--- src/hw/cnmp_defs.svh ---
// Constants for the caller number message parser
`ifndef CNMP_DEFS_SVH
`define CNMP_DEFS_SVH
`define CNMP_TYPE_NUMBER 8'h04
`define CNMP_TYPE_WAITING 8'h06
`define CNMP_TYPE_RESERVED 8'h08
`define CNMP_DATE_LEN 8'h04
`define CNMP_TIME_END 8'h08
`define CNMP_NUM_LEN 8'h0A
`define CNMP_NUM_START 8'h08
`endif

--- src/hw/cnmp_pkg.sv ---
// Types for the caller number message parser
package cnmp_pkg;
   typedef enum logic [1:0] {
      CNMP_KIND_NONE,
      CNMP_KIND_NUMBER,
      CNMP_KIND_WAITING,
      CNMP_KIND_UNKNOWN
   } cnmp_kind_t;
   typedef enum {
      CNMP_ST_TYPE,
      CNMP_ST_LEN,
      CNMP_ST_DATA,
      CNMP_ST_SUM
   } cnmp_state_t;
endpackage : cnmp_pkg

--- src/hw/cnmp_byte_if.sv ---
// Byte stream carrier between the buffer and the parser
`timescale 1ns/1ps
interface cnmp_byte_if;
   logic valid;
   logic ready;
   logic [7:0] data;
   modport src (output valid, output data, input ready);
   modport dst (input valid, input data, output ready);
endinterface : cnmp_byte_if

--- src/hw/cnmp_parser.sv ---
// Caller number message parser, single_message_layout frames
// Functional notes
// - Frame opens with two header bytes; the first is message type.
// - Type 04 is number, 06 message waiting, 08 reserved/unknown.
// - Second header byte counts following data bytes; marks data end.
// - First four data bytes are month and day digits.
// - Next four data bytes are hour and minute digits.
// - Last ten data bytes are the calling number digits.
// - Parsing starts on bytes alone; no ring needed.
// - Sum of bytes from type on plus checksum must be zero mod 256.
// - Bad checksum publishes nothing, but its digits stay captured and come out with the next good non-number frame; no retransmit request.
`timescale 1ns/1ps
`include "cnmp_defs.svh"
module cnmp_parser (
   input wire logic I_CLOCK,                   // 250 MHz clock
   input wire logic I_RST_N,                   // Sync reset, active low
   input wire logic I_BYTE_VALID,              // Received byte valid
   input wire logic [7:0] I_BYTE,              // Received byte
   output logic O_BYTE_READY,                  // Buffer room, registered, one cycle late
   input wire logic I_HOLD,                    // Downstream stall
   output logic O_FRAME_VALID,                 // Good frame, one cycle
   output logic O_FRAME_ERROR,                 // Dropped frame, one cycle
   output cnmp_pkg::cnmp_kind_t O_KIND,        // Decoded message type
   output logic [7:0] O_TYPE,                  // Raw message type
   output logic [31:0] O_DATE,                 // Month, day ASCII
   output logic [31:0] O_TIME,                 // Hour, minute ASCII
   output logic [79:0] O_NUMBER                // Ten ASCII digits
);
   import cnmp_pkg::*;

   // ----------------------------------------
   // Input buffer
   // ----------------------------------------
   cnmp_byte_if bif ();
   logic buf_room;
   cnmp_skid_buf #(.WIDTH(8)) u_buf (
      .i_clk(I_CLOCK),
      .i_rst_n(I_RST_N),
      .i_valid(I_BYTE_VALID),
      .i_data(I_BYTE),
      .o_ready(buf_room),
      .out(bif)
   );
   assign bif.ready = !I_HOLD;
   wire take = bif.valid && bif.ready;
   wire [7:0] b = bif.data;

   // ----------------------------------------
   // Parser state
   // ----------------------------------------
   cnmp_state_t st_r, st_nxt;
   logic [7:0] sum_r, len_r, idx_r, type_r;
   logic [31:0] date_r, time_r;
   logic [79:0] num_r;

   function automatic cnmp_kind_t kind_of(input logic [7:0] t);
      if (t == `CNMP_TYPE_NUMBER)
         return CNMP_KIND_NUMBER;
      else if (t == `CNMP_TYPE_WAITING)
         return CNMP_KIND_WAITING;
      else if (t == `CNMP_TYPE_RESERVED)
         return CNMP_KIND_UNKNOWN; // Reserved, never a known type
      else
         return CNMP_KIND_UNKNOWN;
   endfunction : kind_of

   wire [7:0] sum_add = sum_r + b;
   wire is_num = (type_r == `CNMP_TYPE_NUMBER);
   wire in_date = idx_r < `CNMP_DATE_LEN;
   wire in_time = !in_date && (idx_r < `CNMP_TIME_END);
   wire [7:0] num_from = (len_r > `CNMP_NUM_LEN) ?
      len_r - `CNMP_NUM_LEN : `CNMP_NUM_START;
   wire in_num = idx_r >= num_from;
   wire last_data = (idx_r + 8'h01) == len_r;
   wire sum_ok = sum_add == 8'h00;

   always_comb
   begin
      st_nxt = st_r;
      case (st_r)
         CNMP_ST_TYPE: if (take) st_nxt = CNMP_ST_LEN;
         CNMP_ST_LEN:
            if (take)
               st_nxt = (b == 8'h00) ? CNMP_ST_SUM : CNMP_ST_DATA;
         CNMP_ST_DATA: if (take && last_data) st_nxt = CNMP_ST_SUM;
         CNMP_ST_SUM: if (take) st_nxt = CNMP_ST_TYPE;
         default: st_nxt = CNMP_ST_TYPE;
      endcase
   end

   // ----------------------------------------
   // Capture strobes
   // ----------------------------------------
   wire take_type = take && (st_r == CNMP_ST_TYPE);
   wire take_len = take && (st_r == CNMP_ST_LEN);
   wire take_data = take && (st_r == CNMP_ST_DATA);
   wire take_sum = take && (st_r == CNMP_ST_SUM);
   wire cap_date = take_data && is_num && in_date;
   wire cap_time = take_data && is_num && in_time;
   wire cap_num = take_data && is_num && in_num;
   wire good_end = take_sum && sum_ok;
   wire bad_end = take_sum && !sum_ok;

   // ----------------------------------------
   // Frame state and running sum
   // ----------------------------------------
   always_ff @(posedge I_CLOCK)
   begin
      if (!I_RST_N)
         st_r <= CNMP_ST_TYPE;
      else
         st_r <= st_nxt;
   end

   always_ff @(posedge I_CLOCK)
   begin
      if (!I_RST_N)
         sum_r <= 8'h00;
      else if (take_sum)
         sum_r <= 8'h00;
      else if (take)
         sum_r <= sum_add;
   end

   // ----------------------------------------
   // Header capture
   // ----------------------------------------
   always_ff @(posedge I_CLOCK)
   begin
      if (!I_RST_N)
         type_r <= 8'h00;
      else if (take_type)
         type_r <= b;
   end

   always_ff @(posedge I_CLOCK)
   begin
      if (!I_RST_N)
         len_r <= 8'h00;
      else if (take_len)
         len_r <= b;
   end

   always_ff @(posedge I_CLOCK)
   begin
      if (!I_RST_N)
         idx_r <= 8'h00;
      else if (take_len)
         idx_r <= 8'h00;
      else if (take_data)
         idx_r <= idx_r + 8'h01;
   end

   // ----------------------------------------
   // Field capture, number frames only
   // ----------------------------------------
   always_ff @(posedge I_CLOCK)
   begin
      if (!I_RST_N)
         date_r <= 32'h0;
      else if (cap_date)
         date_r <= {date_r[23:0], b};
   end

   always_ff @(posedge I_CLOCK)
   begin
      if (!I_RST_N)
         time_r <= 32'h0;
      else if (cap_time)
         time_r <= {time_r[23:0], b};
   end

   always_ff @(posedge I_CLOCK)
   begin
      if (!I_RST_N)
         num_r <= 80'h0;
      else if (cap_num)
         num_r <= {num_r[71:0], b};
   end

   // ----------------------------------------
   // Published results
   // ----------------------------------------
   always_ff @(posedge I_CLOCK)
   begin
      if (!I_RST_N)
      begin
         O_BYTE_READY <= 1'b0;
         O_FRAME_VALID <= 1'b0;
         O_FRAME_ERROR <= 1'b0;
      end
      else
      begin
         O_BYTE_READY <= buf_room;
         O_FRAME_VALID <= good_end;
         O_FRAME_ERROR <= bad_end;
      end
   end

   always_ff @(posedge I_CLOCK)
   begin
      if (!I_RST_N)
      begin
         O_KIND <= CNMP_KIND_NONE;
         O_TYPE <= 8'h00;
         O_DATE <= 32'h0;
         O_TIME <= 32'h0;
         O_NUMBER <= 80'h0;
      end
      else if (good_end)
      begin
         O_KIND <= kind_of(type_r);
         O_TYPE <= type_r;
         O_DATE <= date_r;
         O_TIME <= time_r;
         O_NUMBER <= num_r;
      end
   end
endmodule : cnmp_parser

--- src/hw/cnmp_skid_buf.sv ---
// Two-entry byte buffer with valid and ready on both sides
`timescale 1ns/1ps
module cnmp_skid_buf #(
   parameter int WIDTH = 8
) (
   input wire logic i_clk,             // Clock
   input wire logic i_rst_n,           // Sync reset, active low
   input wire logic i_valid,           // Upstream word valid
   input wire logic [WIDTH-1:0] i_data, // Upstream word
   output logic o_ready,               // Room for a word
   cnmp_byte_if.src out                // Downstream side
);
   logic [WIDTH-1:0] mem_r [2];
   logic wp_r;
   logic rp_r;
   logic [1:0] cnt_r;
   wire push = i_valid && o_ready;
   wire pop = out.valid && out.ready;

   assign o_ready = (cnt_r != 2'h2);
   assign out.valid = (cnt_r != 2'h0);
   assign out.data = mem_r[rp_r];

   always_ff @(posedge i_clk)
   begin
      if (!i_rst_n)
      begin
         wp_r <= 1'b0;
         rp_r <= 1'b0;
         cnt_r <= 2'h0;
      end
      else
      begin
         if (push)
         begin
            mem_r[wp_r] <= i_data;
            wp_r <= ~wp_r;
         end
         if (pop)
            rp_r <= ~rp_r;
         cnt_r <= cnt_r + {1'b0, push} - {1'b0, pop};
      end
   end
endmodule : cnmp_skid_buf

--- config.mk ---
export PLATFORM = sky130hd
export DESIGN_NAME = cnmp_parser
export DESIGN_NICKNAME = d
export VERILOG_FILES = /design/src/hw/cnmp_pkg.sv /design/src/hw/cnmp_byte_if.sv /design/src/hw/cnmp_parser.sv /design/src/hw/cnmp_skid_buf.sv
export VERILOG_INCLUDE_DIRS = /design/src /design/src/hw
export SDC_FILE = /design/constraint.sdc
export NUM_CORES = 1
export LEC_CHECK = 0
export BUFFER_PORTS_ARGS = -buffer_cell sky130_fd_sc_hd__buf_2
export CELL_PAD_IN_SITES_DETAIL_PLACEMENT = 1
export CELL_PAD_IN_SITES_GLOBAL_PLACEMENT = 2
export CORE_AREA = 3 3 245 247
export DETAILED_ROUTE_END_ITERATION = 10
export DIE_AREA = 0 0 248 250
export GPL_ROUTABILITY_DRIVEN = 0
export PLACE_DENSITY_LB_ADDON = 0.2
export RECOVER_POWER = 25
export SETUP_SLACK_MARGIN = 0.15
export SLEW_MARGIN = 10
export SYNTH_ARGS = -nofsm -noshare
export SYNTH_HDL_FRONTEND = slang
export SYNTH_SLANG_ARGS = --single-unit
--- constraint.sdc ---
create_clock -name I_CLOCK -period 3.14 [get_ports I_CLOCK]
set_input_delay 0.471 -clock I_CLOCK [delete_from_list [all_inputs] [get_ports I_CLOCK]]
set_output_delay 0.471 -clock I_CLOCK [all_outputs]
set_load 0.01 [all_outputs]
==> flow_summary.ini <==
[hold_path]
hold_path_class = input pin to flip-flop
min_path_cells = 1
min_from = I_BYTE[4]
hold_end = u_buf.mem_r[0][4]$_DFFE_PP_

[die]
ios = 169
die_w_um = 248
die_area_mm2 = 0.0620
rows = 88
initial_core_util_pct = 25.1
fp.dieH_um = 250
core_area_mm2 = 0.0578

[critical_path]
rr_worst_depth = 14
cp.required_ps = 3640
worstSetupStartpointType = flip-flop
critPathTopFamily = buffers and inverters
reg2reg_to = O_NUMBER[46]$_SDFFE_PN0P_
end_kind = flip-flop
crit_buf_inv = 5
cp_slowest_stage_delay_ps = 410
critPathKind = flip-flop to flip-flop
cp_max_fo = 6
worst-r2r-setup-slack_ps = 70
cp_cell_sequence = mux2i_4 -> inv_2 -> ha_4 -> inv_2 -> fa_2 -> nand2b_4 -> a21o_1 -> a311oi_4 -> nand2b_4 -> nor3_4 -> buf_12 -> buf_16 -> buf_12 -> mux2i_2
worstPathArrival_ps = 3580
cpMaxStageDelayCell = fa_2

[route]
wirelength_mm = 47.8
antenna_left = 0
drtIter0Drc = 718
vias = 12200
drtPass1Iterations = 4
vias_per_cell = 4.59
routedWlPerCell_um = 17.9
drcViolationCount = 0

[synth]
synth.distinct_cells = 56
synthesis.nets = 1691
synth_top_area_cell = dfxtp_1
yosys_warnings = 0
synth_seq_cells = 356
synth-edff-count = 16
ys_top_cells_by_count = 427 x nand2_1, 340 x dfxtp_1, 163 x mux2i_1
synth_top_area_share_pct = 47.0
synth.top_cells.by_area = dfxtp_1 47%, mux2i_1 11%, nand2_1 11%
synth-seq-area-share_pct = 50.3
synth_ff_type = dfxtp_1
synth.avg_cell_area_um2 = 8.76
syn_inst = 1654
syn-cell-area_mm2 = 0.0145
async_flop_share_pct = 0
synth.most_common_cell = nand2_1

[global_route]
grt_pass1_vias = 12300
antenna_found_initial = 8
grt_max_degree = 185
grt_use_total_pct = 14.5
grt_pass1_wl_mm = 71.7
grt_overflow = 0

[clock_tree]
ctsHtreeMaxLevel = 2
cts_max_path_buffers = 3
clk_latency_ps = 590
cts_inserted_buffers = 43
cts_hold_buf = 0
clkTransAtPathRegs_ps = 60
cts_root_buffer = clkbuf_16
cts_sinks = 356
cts_tree = built

[place]
hpwlAfterDp_mm = 30.0
io_buffer_count = 168
dp_slack_ps = -117
placed_area_mm2 = 0.0166

[final_layout]
nets = 1895
area_growth_pct = 32.2
multi_input_area_mm2 = 0.00685
seq_area_mm2 = 0.00729
fill_cells = 6737
drive_above_1_share_pct = 17.1
design_area_mm2 = 0.0192
fin_util_pct = 33.1

[sta]
maxSlewViolCount = 0
fmax_mhz = 325
finalCriticalPeriod_ps = 3070
finalSetupViolCount = 0
hold_viol = 0
relSlewSlack_pct = 41.7
tightest_slew_ps = 875
worst_slack_ps = 66.1
fin_worst_skew_ps = 28.0
rsz0062_at_grt = yes
fin_crit_sh_pct = 97.9

[flow_run]
maxCapViolCount = 0

[power]
leakage_nw = 6.51
p_per_area_mw_per_mm2 = 671
power_mw = 12.8
ir_worst_vdd_mv = 0.360

[run_status]
status = complete, no violations
how the worst max path moves through the flow:
stage,from,to,slack [ps],cells after the start
finish,flip-flop,O_NUMBER[46]$_SDFFE_PN0P_,70,14
global route,flip-flop,O_TIME[0]$_SDFFE_PN0P_,-60,13
CTS,flip-flop,O_NUMBER[78]$_SDFFE_PN0P_,90,13
detailed placement,flip-flop,O_NUMBER[68]$_SDFFE_PN0P_,-120,12
global placement,flip-flop,O_NUMBER[68]$_SDFFE_PN0P_,-20,12
floorplan,flip-flop,O_DATE[0]$_SDFFE_PN0P_,160,15
state kept, by name, indices dropped and copies added (netlist names), 2 cells and up, named ones only:
register,flops
u_buf.mem_r,16
O_TIME,32
len_r,8
idx_r,8
u_buf.cnt_r,2
st_r,2
time_r,32
type_r,8
O_KIND,2
O_DATE,32
date_r,32
O_TYPE,8
O_NUMBER,80
num_r,80
sum_r,8
cells in the final DEF, fill, tap and decap left out, drive strengths merged, types with 2 or more instances in the layout:
cell type / n
mux2i: 164
dfxtp: 340
nand3: 86
bufinv: 7
nor4: 5
a21oi: 145
o211ai: 4
buf: 178
o2111ai: 2
nor3b: 2
and2: 6
o21ai: 90
or3: 5
a31oi: 2
ha: 24
nor2: 61
nand2: 427
clkbuf: 172
edfxtp: 16
diode: 3
a211oi: 35
inv: 23
or4: 3
o21a: 4
nor2b: 3
nor3: 11
nand2b: 7
and3: 2
clkinv: 12
xor2: 11
xnor2: 18
a21o: 3
a211o: 2
nand4: 6
layer usage:
metal / track usage, % / vias up / wire (µm)
li1: - / 6006 / -
met1: 19.5 / 5935 / 22500
met2: 23.0 / 185 / 22000
met3: 4.03 / 70 / 2530
met4: 3.45 / 8 / 743
met5: 0 / - / 54
logic make-up (layout without fill, tap and decap cells):
logic type / Yosys count / after routing / share of synthesized area (%)
muxes: 164 / 164 / 11.4
adders and majority gates: 25 / 25 / 2.21
DFF: 356 / 356 / 50.3
and+or+nand+nor: 630 / 630 / 18.1
other: 0 / 3 / 0
xor gates and xnor gates: 29 / 29 / 1.81
AOI/OAI and AO/OA: 296 / 296 / 11.4
buffers and inverters: 154 / 393 / 4.77
stage by stage:
step           TNS [ps]  hold WS (ps)  cells
6_report              0          69.7   2661
5_1_grt           -2240          35.3   2659
4_1_cts               0          31.4   2629
3_5_place_dp      -6120           445   2534
3_3_place_gp       -431           440   2534
2_1_floorplan         0           435   1654
power breakdown:
group / total, mW / internal [mW] / leakage (nW) / switching (mW)
clock network: 5.49 / 3.40 / 0.775 / 2.09
registers: 4.81 / 4.69 / 2.89 / 0.121
logic: 2.54 / 1.14 / 2.85 / 1.39
total: 12.8 / 9.23 / 6.51 / 3.61
cell type report:
type | instances | share of cell area, %
multi-input combinational | 1144 | 35.7
clock inverter | 21 | 1.67
antenna | 3 | 0.0392
timing repair buffer | 291 | 12.4
clock buffer | 59 | 6.57
sequential | 356 | 38.1
inverter | 22 | 0.457
tap | 765 | 5.00
what timing repair did:
action | in CTS | in global routing
gates resized for setup | 50 | 42
endpoints found under the setup margin | 220 | 223
gates cloned | 3 | 18
pin swaps | 7 | 11
setup buffers | 12 | 11
Note: power is estimated with default switching activity, not from simulation.
